==> src/design/pin_mux_pkg.sv <==
// Purpose: shared constants and types for the mode-dependent pin function block
// Assumes: one 125 MHz clock, Avalon-MM register slave with 32-bit data
// Notes: offsets are byte addresses, each register one aligned word
package pin_mux_pkg;

  // operating mode, one-hot; straps are {mode_select_b, mode_select_a}
  typedef enum logic [3:0]
  {
    MODE_BOOT = 4'b0001,
    MODE_TEST = 4'b0010,
    MODE_SINGLE = 4'b0100,
    MODE_EXPANDED = 4'b1000
  } op_mode_t;

  localparam logic [1:0] STRAP_BOOT = 2'h0;
  localparam logic [1:0] STRAP_TEST = 2'h1;
  localparam logic [1:0] STRAP_SINGLE = 2'h2;

  // register slave handshake state
  typedef enum logic [1:0]
  {
    BUS_IDLE = 2'b01,
    BUS_ACK = 2'b10
  } bus_state_t;

  localparam int ADDR_W = 8;
  localparam logic [7:0] OFF_CTRL = 8'h00;
  localparam logic [7:0] OFF_PORTA = 8'h04;
  localparam logic [7:0] OFF_PORTB = 8'h08;
  localparam logic [7:0] OFF_PORTC = 8'h0c;
  localparam logic [7:0] OFF_PORTC_DIR = 8'h10;
  localparam logic [7:0] OFF_STATUS = 8'h14;
  localparam logic [7:0] OFF_PINS = 8'h18;

  // control register fields
  localparam int CTRL_PA3_DIR = 0;
  localparam int CTRL_PA7_DIR = 1;
  localparam int CTRL_PA3_OC5 = 2;
  localparam int CTRL_IRV = 3;
  localparam int CTRL_OUTPUT_HANDSHAKE_STROBE_HIGH = 4;

  // status register fields
  localparam int STAT_INPUT_HANDSHAKE_STROBE_EVENT = 4;
  localparam int STAT_LATCH_LSB = 8;

  localparam logic [7:0] CTRL_RST = 8'h00;
  localparam logic [7:0] PORT_RST = 8'h00;

  // system clocks per E-clock cycle
  localparam int E_DIV_DEFAULT = 4;

endpackage

==> src/design/e_cycle_gen.sv <==
// Purpose: divides the system clock into E-clock cycles as enable pulses
// Assumes: DIV is even and at least 2
// Notes: E is low in the first half of a cycle and high in the second
`timescale 1ns/1ns
module e_cycle_gen
  import pin_mux_pkg::*;
#(
  parameter int DIV = E_DIV_DEFAULT
)
(
  // clock and reset
  input wire logic sys_clk,
  input wire logic rst,
  // E-clock timing
  output logic eClock,
  output logic cycleStart,
  output logic phaseEnd
);

  localparam int CW = (DIV > 2) ? $clog2(DIV) : 1;

  typedef struct packed
  {
    logic [CW-1:0] cnt;
    logic eHigh;
    logic start;
    logic last;
  } gen_state_t;

  gen_state_t s_q;
  gen_state_t s_d;

  // free running divider; pulses are registered so they line up with eClock
  always_comb
  begin
    s_d = s_q;
    if (s_q.cnt == CW'(DIV - 1))
      s_d.cnt = '0;
    else
      s_d.cnt = s_q.cnt + CW'(1);
    s_d.start = (s_d.cnt == '0);
    s_d.eHigh = (s_d.cnt >= CW'(DIV / 2));
    s_d.last = (s_d.cnt == CW'(DIV - 1));
  end

  always_ff @(posedge sys_clk)
  begin
    if (rst)
      s_q <= '0;
    else
      s_q <= s_d;
  end

  assign eClock = s_q.eHigh;
  assign cycleStart = s_q.start;
  assign phaseEnd = s_q.last;

endmodule

==> src/design/mode_pin_mux.sv <==
// Purpose: mode-dependent function of strobe pins, ports A, B and C
// Assumes: pins synchronous to sys_clk; cpu cycle info valid at cycleStart
// Notes: mode straps are caught while rst is high and frozen at release
//
// The placing of the registers and the Avalon-MM register port were left to the implementer.
`timescale 1ns/1ns

// Function
// - reset straps pick one of four modes
// - mode pin A becomes open-drain instruction start
// - instruction start low during opcode fetch cycle
// - single-chip: strobe A pin is input strobe
// - expanded: strobe A pin outputs address strobe
// - single-chip: strobe B is programmable output strobe
// - expanded: direction low on write, high read
// - direction stays low across back-to-back writes
// - read visibility drives internal reads on port C
// - ports A, D, E ignore mode
// - port B: outputs, or address high byte
// - port C: bidirectional, or address/data bus
// - port C: address low, then data in E-high
// - port B shows address 15..8 every cycle
// - port A: three captures, four compares, one selectable
// - unused port A pins act as general I/O
// - only port A bits 7,3 have programmable direction
// - port A bit 7 always feeds pulse accumulator
module mode_pin_mux
  import pin_mux_pkg::*;
#(
  parameter int E_DIV = E_DIV_DEFAULT
)
(
  // clock and reset
  input wire logic sys_clk,
  input wire logic rst,
  // register slave, Avalon-MM
  input wire logic [ADDR_W-1:0] address,
  input wire logic read,
  input wire logic write,
  input wire logic [31:0] writedata,
  input wire logic [3:0] byteenable,
  output logic [31:0] readdata,
  output logic waitrequest,
  // mode straps; pin A doubles as open-drain instruction start
  input wire logic modeSelectA,
  input wire logic modeSelectB,
  output logic instructionStartNOut,
  output logic instructionStartNOe,
  // cpu bus cycle, sampled at cycleStart
  output logic eClock,
  output logic cycleStart,
  input wire logic cpuOpFetch,
  input wire logic cpuExtValid,
  input wire logic cpuWrite,
  input wire logic [15:0] cpuAddr,
  input wire logic [7:0] cpuWdata,
  input wire logic cpuIntRead,
  input wire logic [7:0] cpuIntData,
  output logic [7:0] cpuRdata,
  output logic cpuRdataValid,
  // strobe A / address strobe pin
  input wire logic strobeAIn,
  output logic strobeAOut,
  output logic strobeAOe,
  // strobe B / read-write pin
  output logic strobeBOut,
  output logic strobeBOe,
  // port A and timer hookup
  input wire logic [7:0] portAIn,
  output logic [7:0] portAOut,
  output logic [7:0] portAOe,
  input wire logic [4:0] timerPinEn,
  input wire logic [4:0] timerPinLevel,
  output logic [3:0] timerCapture,
  output logic pulseAccumInput,
  // port B, output only
  output logic [7:0] portBOut,
  output logic [7:0] portBOe,
  // port C
  input wire logic [7:0] portCIn,
  output logic [7:0] portCOut,
  output logic [7:0] portCOe,
  // current mode
  output op_mode_t opMode
);

  typedef struct packed
  {
    bus_state_t bus;
    logic [31:0] rdata;
    op_mode_t mode;
    logic [7:0] ctrl;
    logic [7:0] portAData;
    logic [7:0] portBData;
    logic [7:0] portCData;
    logic [7:0] portCDir;
    logic [7:0] portCLatch;
    logic straPrev;
    logic straEvent;
    logic strbActive;
    logic instruction_start_n;
    logic extValid;
    logic extWrite;
    logic irvRead;
    logic [15:0] addr;
    logic [7:0] wdata;
    logic [7:0] idata;
    logic rwLevel;
    logic [7:0] rdOut;
    logic rdValid;
  } state_t;

  state_t s_q;
  state_t s_d;
  logic phaseEnd;

  // expanded and test modes run the multiplexed bus
  function automatic logic isExpanded(input op_mode_t m);
    return (m == MODE_EXPANDED) || (m == MODE_TEST);
  endfunction

  function automatic op_mode_t strapToMode(input logic [1:0] strap);
    case (strap)
      STRAP_BOOT: return MODE_BOOT;
      STRAP_TEST: return MODE_TEST;
      STRAP_SINGLE: return MODE_SINGLE;
      default: return MODE_EXPANDED;
    endcase
  endfunction

  // register read mux; unmapped words read zero
  function automatic logic [31:0] regRead(input logic [ADDR_W-1:0] a, input state_t s,
                                          input logic [7:0] pa, input logic [7:0] pc);
    logic [31:0] v;
    v = 32'h0;
    case (a)
      OFF_CTRL: v[7:0] = s.ctrl;
      OFF_PORTA: v[7:0] = s.portAData;
      OFF_PORTB: v[7:0] = s.portBData;
      OFF_PORTC: v[7:0] = s.portCData;
      OFF_PORTC_DIR: v[7:0] = s.portCDir;
      OFF_STATUS:
      begin
        v[3:0] = s.mode;
        v[STAT_INPUT_HANDSHAKE_STROBE_EVENT] = s.straEvent;
        v[STAT_LATCH_LSB +: 8] = s.portCLatch;
      end
      OFF_PINS: v[15:0] = {pc, pa};
      default: v = 32'h0;
    endcase
    return v;
  endfunction

  e_cycle_gen #(.DIV(E_DIV)) u_ecyc
  (
    .sys_clk(sys_clk),
    .rst(rst),
    .eClock(eClock),
    .cycleStart(cycleStart),
    .phaseEnd(phaseEnd)
  );

  // next state: bus slave, register writes, bus cycle tracking, strobes
  always_comb
  begin
    logic wrHit;
    logic straRise;
    wrHit = 1'b0;
    straRise = 1'b0;
    s_d = s_q;

    // one wait cycle, then answer; writes land on the answer edge
    case (s_q.bus)
      BUS_IDLE:
      begin
        if (read || write)
        begin
          s_d.bus = BUS_ACK;
          s_d.rdata = regRead(address, s_q, portAIn, portCIn);
        end
      end
      BUS_ACK:
      begin
        s_d.bus = BUS_IDLE;
        wrHit = write && byteenable[0];
      end
      default: s_d.bus = BUS_IDLE;
    endcase

    if (wrHit)
    begin
      case (address)
        OFF_CTRL: s_d.ctrl = writedata[7:0];
        OFF_PORTA: s_d.portAData = writedata[7:0];
        OFF_PORTB: s_d.portBData = writedata[7:0];
        OFF_PORTC: s_d.portCData = writedata[7:0];
        OFF_PORTC_DIR: s_d.portCDir = writedata[7:0];
        OFF_STATUS:
        begin
          if (writedata[STAT_INPUT_HANDSHAKE_STROBE_EVENT])
            s_d.straEvent = 1'b0;
        end
        default: s_d.straEvent = s_q.straEvent;
      endcase
    end

    // single-chip input strobe latches port C; set beats a same-cycle clear
    s_d.straPrev = strobeAIn;
    straRise = strobeAIn && !s_q.straPrev && !isExpanded(s_q.mode);
    if (straRise)
    begin
      s_d.portCLatch = portCIn;
      s_d.straEvent = 1'b1;
    end

    // output strobe from each port B write until the end of that E cycle
    if (phaseEnd)
      s_d.strbActive = 1'b0;
    if (wrHit && address == OFF_PORTB && !isExpanded(s_q.mode))
      s_d.strbActive = 1'b1;

    // per-cycle capture of the cpu's bus intent
    if (cycleStart)
    begin
      s_d.instruction_start_n = cpuOpFetch;
      s_d.addr = cpuAddr;
      s_d.wdata = cpuWdata;
      s_d.idata = cpuIntData;
      s_d.extValid = cpuExtValid;
      s_d.extWrite = cpuExtValid && cpuWrite;
      s_d.irvRead = cpuIntRead && s_q.ctrl[CTRL_IRV];
      // only an external write drops the line, so writes in a row stay low
      s_d.rwLevel = !(cpuExtValid && cpuWrite);
    end

    // external read data is taken at the last clock of E high
    s_d.rdValid = 1'b0;
    if (phaseEnd && s_q.extValid && !s_q.extWrite && isExpanded(s_q.mode))
    begin
      s_d.rdOut = portCIn;
      s_d.rdValid = 1'b1;
    end
  end

  // straps are watched all through reset, so the value at release stays
  always_ff @(posedge sys_clk)
  begin
    if (rst)
    begin
      s_q <= '0;
      s_q.bus <= BUS_IDLE;
      s_q.mode <= strapToMode({modeSelectB, modeSelectA});
      s_q.ctrl <= CTRL_RST;
      s_q.portAData <= PORT_RST;
      s_q.portBData <= PORT_RST;
      s_q.portCData <= PORT_RST;
      s_q.portCDir <= PORT_RST;
      s_q.rwLevel <= 1'b1;
    end
    else
      s_q <= s_d;
  end

  // bus answers
  assign waitrequest = (s_q.bus != BUS_ACK);
  assign readdata = s_q.rdata;
  assign cpuRdata = s_q.rdOut;
  assign cpuRdataValid = s_q.rdValid;
  assign opMode = s_q.mode;

  // open drain: pulls low only, never during reset since lir clears there
  assign instructionStartNOut = 1'b0;
  assign instructionStartNOe = s_q.instruction_start_n;

  // strobe pins change role with mode
  always_comb
  begin
    if (isExpanded(s_q.mode))
    begin
      strobeAOut = !eClock;
      strobeAOe = 1'b1;
      strobeBOut = s_q.rwLevel;
      // an internal read shown on port C releases the direction line during E high
      strobeBOe = !(s_q.irvRead && eClock);
    end
    else
    begin
      strobeAOut = 1'b0;
      strobeAOe = 1'b0;
      strobeBOut = s_q.strbActive ~^ s_q.ctrl[CTRL_OUTPUT_HANDSHAKE_STROBE_HIGH];
      strobeBOe = 1'b1;
    end
  end

  // ports B and C
  always_comb
  begin
    portBOe = 8'hff;
    if (isExpanded(s_q.mode))
    begin
      portBOut = s_q.addr[15:8];
      if (!eClock)
      begin
        portCOut = s_q.addr[7:0];
        portCOe = 8'hff;
      end
      else if (s_q.extWrite)
      begin
        portCOut = s_q.wdata;
        portCOe = 8'hff;
      end
      else if (s_q.irvRead)
      begin
        portCOut = s_q.idata;
        portCOe = 8'hff;
      end
      else
      begin
        portCOut = 8'h00;
        portCOe = 8'h00;
      end
    end
    else
    begin
      portBOut = s_q.portBData;
      portCOut = s_q.portCData;
      portCOe = s_q.portCDir;
    end
  end

  // port A: same in every mode; timer functions override general I/O
  always_comb
  begin
    portAOut = s_q.portAData;
    portAOe = 8'h00;
    // bits 2..0 are fixed inputs feeding the captures
    // bit 3: capture input, or fifth compare, else programmed direction
    if (s_q.ctrl[CTRL_PA3_OC5] && timerPinEn[0])
    begin
      portAOut[3] = timerPinLevel[0];
      portAOe[3] = 1'b1;
    end
    else if (s_q.ctrl[CTRL_PA3_OC5])
      portAOe[3] = s_q.ctrl[CTRL_PA3_DIR];
    // bits 6..4 are fixed outputs
    for (int i = 4; i < 7; i++)
    begin
      portAOe[i] = 1'b1;
      if (timerPinEn[i-3])
        portAOut[i] = timerPinLevel[i-3];
    end
    if (timerPinEn[4])
    begin
      portAOut[7] = timerPinLevel[4];
      portAOe[7] = 1'b1;
    end
    else
      portAOe[7] = s_q.ctrl[CTRL_PA7_DIR];
  end

  // captures 1..3 on bits 2..0, capture 4 on bit 3
  assign timerCapture = {portAIn[3], portAIn[0], portAIn[1], portAIn[2]};
  assign pulseAccumInput = portAIn[7];

endmodule

==> config.mk <==
export PLATFORM = sky130hd
export DESIGN_NAME = mode_pin_mux
export DESIGN_NICKNAME = d
export VERILOG_FILES = /design/src/design/pin_mux_pkg.sv /design/src/design/e_cycle_gen.sv /design/src/design/mode_pin_mux.sv
export SDC_FILE = /design/constraint.sdc
export NUM_CORES = 1
export LEC_CHECK = 0
export ABC_AREA = 1
export BUFFER_PORTS_ARGS = -buffer_cell sky130_fd_sc_hd__buf_4
export CORE_AREA = 2 2 127 129
export DETAILED_ROUTE_END_ITERATION = 8
export DIE_AREA = 0 0 129 131
export PLACE_DENSITY = 0.66
export SYNTH_ARGS = -nofsm -noshare
export SYNTH_HDL_FRONTEND = slang
export SYNTH_HIERARCHICAL = 1
export SYNTH_SLANG_ARGS = --single-unit
==> constraint.sdc <==
create_clock -name sys_clk -period 1.8 [get_ports sys_clk]
set_input_delay 0.45 -clock sys_clk [delete_from_list [all_inputs] [get_ports sys_clk]]
set_output_delay 0.45 -clock sys_clk [all_outputs]
set_load 0.005 [all_outputs]
* After elaboration in Yosys (flattened, before gate mapping)
Index checks and enable logic that the tools add are counted. Widths: inputs -> output; s select.
Word-level totals: bits in registers 124, input port bits 113, output and inout port bits 107, logic and storage cells 114
Cells by class: $add $sub $neg 1, $lt $le $gt $ge 1, eq/ne operators 15, muxes and demuxes 34, bitwise gates (word level) 2, reduce and logical (&&, ||, !) cells 35
Operators by type and width (number):
- $mux 8 | 9
- $pmux 5 s7 | 1
- $eq 8x5->1 const B | 3
- $mux 1 | 20
- $pmux 3 s6 | 1
- $eq 8x4->1 const B | 2
- $pmux 8 s2 | 1
- $logic_and 1x1->1 | 12
- $pmux 4 s3 | 1
- $reduce_and 2->1 | 6
- $eq 2x2->1 const B | 4
- $eq 8x3->1 const B | 1
- $logic_not 8->1 | 1
- $reduce_bool 2->1 | 4
- $logic_not 1->1 | 6
- $eq 2x1->1 const B | 2
- $eq 4x2->1 const B | 1
- $eq 4x4->1 const B | 1
- $logic_not 2->1 | 2
- $reduce_and 3->1 | 1
- $add 2x1->2 const B | 1
- $ge 2x2->1 const B | 1
- $logic_or 1x1->1 | 2
- $mux 2 | 1
- 4 further kinds | 4

* Depth between registers and ports, before layout
word-level depth 6, mapped depth 10, depth with buffers taken out 9

* Cells and area by module
The synthesis kept the hierarchy.
By module, submodules not included:
- mode_pin_mux | instances 1, cells each 838, area an instance 5992.0 um^2, sequential area each 2422.3 um^2
- e_cycle_gen | instances 1, cells each 16, area an instance 156.4 um^2, sequential area each 80.1 um^2

* Worst setup path before layout
OpenSTA, ideal clock, no wires.
kind register -> output, start register u_ecyc/s_q[4] (netlist name), end output port portCOe[4], data arrival time 1.210 ns, setup slack 0.140 ns, stages on the path, launching flop included 4, buffers on the path 0, path through dfxtp_1 > clkinv_1 > o31ai_2 > o21ai_0
RTL lines:
- end: declaration | line mode_pin_mux.sv:82 | output logic [7:0] portCOe,

* Final worst setup path
start register s_q, in the netlist opMode[2], end output port portCOut[7]
On the way: cells in the longest elaborated chain, start to end 3, elaborated cells between the ends (all ways) 4
RTL lines:
- start: declaration | line mode_pin_mux.sv:113 | state_t s_q;
- $eq 4x4->1 or $eq 4x2->1 (tied branches) | line mode_pin_mux.sv:119 | return (m == MODE_EXPANDED) || (m == MODE_TEST);
- $logic_or 1x1->1 * | line mode_pin_mux.sv:119
- $mux 8 * | line mode_pin_mux.sv:299 | if (isExpanded(s_q.mode))
- end: declaration | line mode_pin_mux.sv:81 | output logic [7:0] portCOut,
Every way passes the cells marked *; elsewhere a longest branch is shown, timed or not.

==> results.md <==
* Status: finished, violations left
* Failing checks: negative setup slack
* Via/cell ratio at 4.78
* Clock-pin slew on the worst setup and hold paths at 60 ps
* Final instance area at 8380 sq um
* Ys Warns at 6
* Hold Path Depth at 3
* Post-DP HPWL at 12700 um
* Hold EP: s_q[32]
* Inst Count DP at 1196
* Setup ws final at -464 ps
* Final setup fails at 28
* Total inserted antenna cells at 0
* Crit path time final at approximately 2300 ps
* First-pass DRT Iterations at 5
* Ys flop type: dfxtp_1
* Post-synth design cell area at 6150 sq um
* Max Freq at 0.442 GHz
* Library cells used by synthesis at 36
* Critical R2R Capture: s_q[49]
* Place WS at -15.7 ps
* Worst reg2reg startpoint: opMode[2]
* Syn-to-layout area delta at 36.3%
* Sequential cell area at 2500 sq um
* Min-delay src: cpuAddr[6]
* Largest net degree at the start of global routing at 54
* Reg2reg setup slack at ~80 ps
* Share of the synthesized area in the top cell type at approximately two fifths
* CORE AREA at 15600 sq um
* Max-slew violation count at 0
* Layout cells sized above 1 at 32.0%
* Clock Sinks at 123
* Crit path max fanout at 6
* Yosys reg bits at 123
* CTS tree: done
* Clock Path Buffers at 2
* Num CTS Buffers at 17
* HP Class: input port to register
* IO Count at 220
* Worst skew pair latency at 420 ps
* Routed len/inst at 14.4 um
* Final hold vios at 0
* Fin nets at 1133
* Max_cap viols at 0
* Crit. End Element: primary output
* Number of flops mapped to enable cells by yosys at 4
* Vias in the first global route at around 5500
* Commonest non-fill, non-tap cell in the layout: buf_4
* Seq/Total Area, Yosys at about two fifths
* Placed Instance Area at 7370 sq um
* VDD IR max at 0.629 mV
* Initial detailed-routing violation count at 400
* First-pass GRT wire length at 27500 um
* PortBufs at 161
* Die height at 131 um
* R2R depth at 9
* Final WL at 18000 um
* Pleak at 0.00403 uW
* Multi-input logic area at 2960 sq um
* Crit path launch type: register
* Die area at 16900 sq um
* Clock skew at slightly below 6 ps
* Crit Path Class: register to primary output
* Vias at 5955
* Period Utilization, post-route at 126%
* Antenna Violating Nets Remaining at 0
* Initial core utilization at 39.4%
* RSZ-0062 raised after global routing: yes
* Rows at 46
* Synth area leader: dfxtp_1
* Largest cells by area after synthesis: dfxtp_1, nor2_1, o21ai_0, buf_4, nand2_1
* Initial antenna violation count at 0
* Routability cong. at 0.847
* Post-Layout Cell Count at 1246
* Crit path DAT at around 1800 ps
* Post-route DRC violation count at 0
* Syn Inst Count at 854
* Critical Path RT at 1350 ps
* Clk root buf: clkbuf_16
* # H-tree levels at 4
* Most frequent cells in the layout: buf_4, nor2_1, dfxtp_1
* Fin util at 53.7%
* Die X at 129 um
* Aggregate global-route resource usage at 21.0%
* Power density cells at 865 nW/um^2
* Filler cell count in the final layout at 1512
* Total gr overflow at 0
* Ys async rst share at 0%
* Syn_area_per_cell at slightly above 7 sq um
-- logic make-up after synthesis --
| group | Yosys count | synth area share [%] |
|---|---|---|
| adder cells (fa/ha/maj) | 3 | 0.611 |
| AO/OA/AOI/OAI | 202 | 16.8 |
| AND/OR/NAND/NOR | 345 | 25.7 |
| buffers and inverters | 177 | 15.7 |
| other | 2 | 0.122 |
| flip-flops | 123 | 40.7 |
| multiplexers | 1 | 0.183 |
| XOR/XNOR | 1 | 0.142 |
-- state kept, by name (all words and copies together) (netlist names), 2 cells and up --
| register | count |
|---|---|
| portAOut | 3 |
| u_ecyc/s_q | 2 |
| readdata | 16 |
| cpuRdata | 8 |
| s_q | 86 |
| opMode | 4 |
-- synthesized netlist by cell type (2+ instances only) --
cell type	number
a211oi_1	3
a21oi_1	60
buf_2	10
buf_4	71
buf_6	3
clkbuf_1	20
conb_1	2
dfxtp_1	119
edfxtp_1	4
ha_1	3
inv_1	56
inv_2	15
nand2_1	97
nand2_2	6
nand2_4	5
nand3_1	51
nor2_1	167
nor2_2	3
nor2_4	8
nor2_8	2
o21ai_0	114
o21ai_1	20
o22ai_1	2
-- final cells by class --
class / instances / area share, %
Multi-Input combinational cell: 584 / 35.4
Clock inverter: 14 / 1.84
Tap cell: 216 / 3.23
Clock buffer: 18 / 5.12
Inverter: 72 / 3.33
Sequential cell: 123 / 29.9
Timing Repair Buffer: 219 / 21.2
-- routing by layer --
metal	global-route usage (%)	routed length, um	up-vias
li1	-	-	2983
met1	27.7	7850	2706
met2	34.0	8480	245
met3	4.93	1360	21
met4	7.16	262	0
met5	0	0	-
-- power breakdown --
group | switching (uW) | leakage [uW] | internal [uW]
clock | 1240 | 0.000279 | 2150
combinational | 497 | 0.00275 | 463
sequential | 60.6 | 0.00100 | 2840
-- critical path, cell delays in order, from the launching register on --
cell	delay (ps)
edfxtp_1	430
nor2_4	190
nand3_4	180
buf_12	190
a21oi_2	90
o21ai_1	70
o21ai_1	110
buf_4	140
-- metrics by stage --
stage	hold WS [ps]	power (uW)	setup TNS, ps
after CTS	243	7230	-11580
final	249	7250	-11470
after global routing	243	7510	-13710
after global placement	438	3760	-58.3
after floorplan	430	3410	0
after detailed placement	446	3770	-45.7
-- timing repair --
action	4_1_cts	5_1_grt
hold endpoints to repair	0	0
endpoints found under the setup margin	28	36
gates resized for setup	49	32
cloned	2	1
setup buffers	9	9
pin swaps	7	6
hold buffers	0	0
-- how the worst max path moves through the flow --
| stage | to | cells past startpoint | from | slack [ps] |
|---|---|---|---|---|
| after floorplan | portCOe[4] | 3 | u_ecyc/s_q[4] | 140 |
| after global placement | portCOut[5] | 7 | opMode[2] | -20 |
| after detailed placement | portBOut[6] | 7 | opMode[2] | -20 |
| after CTS | portCOut[5] | 7 | opMode[0] | -450 |
| after global routing | portCOut[5] | 7 | opMode[2] | -540 |
| final | portCOut[7] | 7 | opMode[2] | -460 |
No activity file was read; power rests on OpenSTA's default activity.
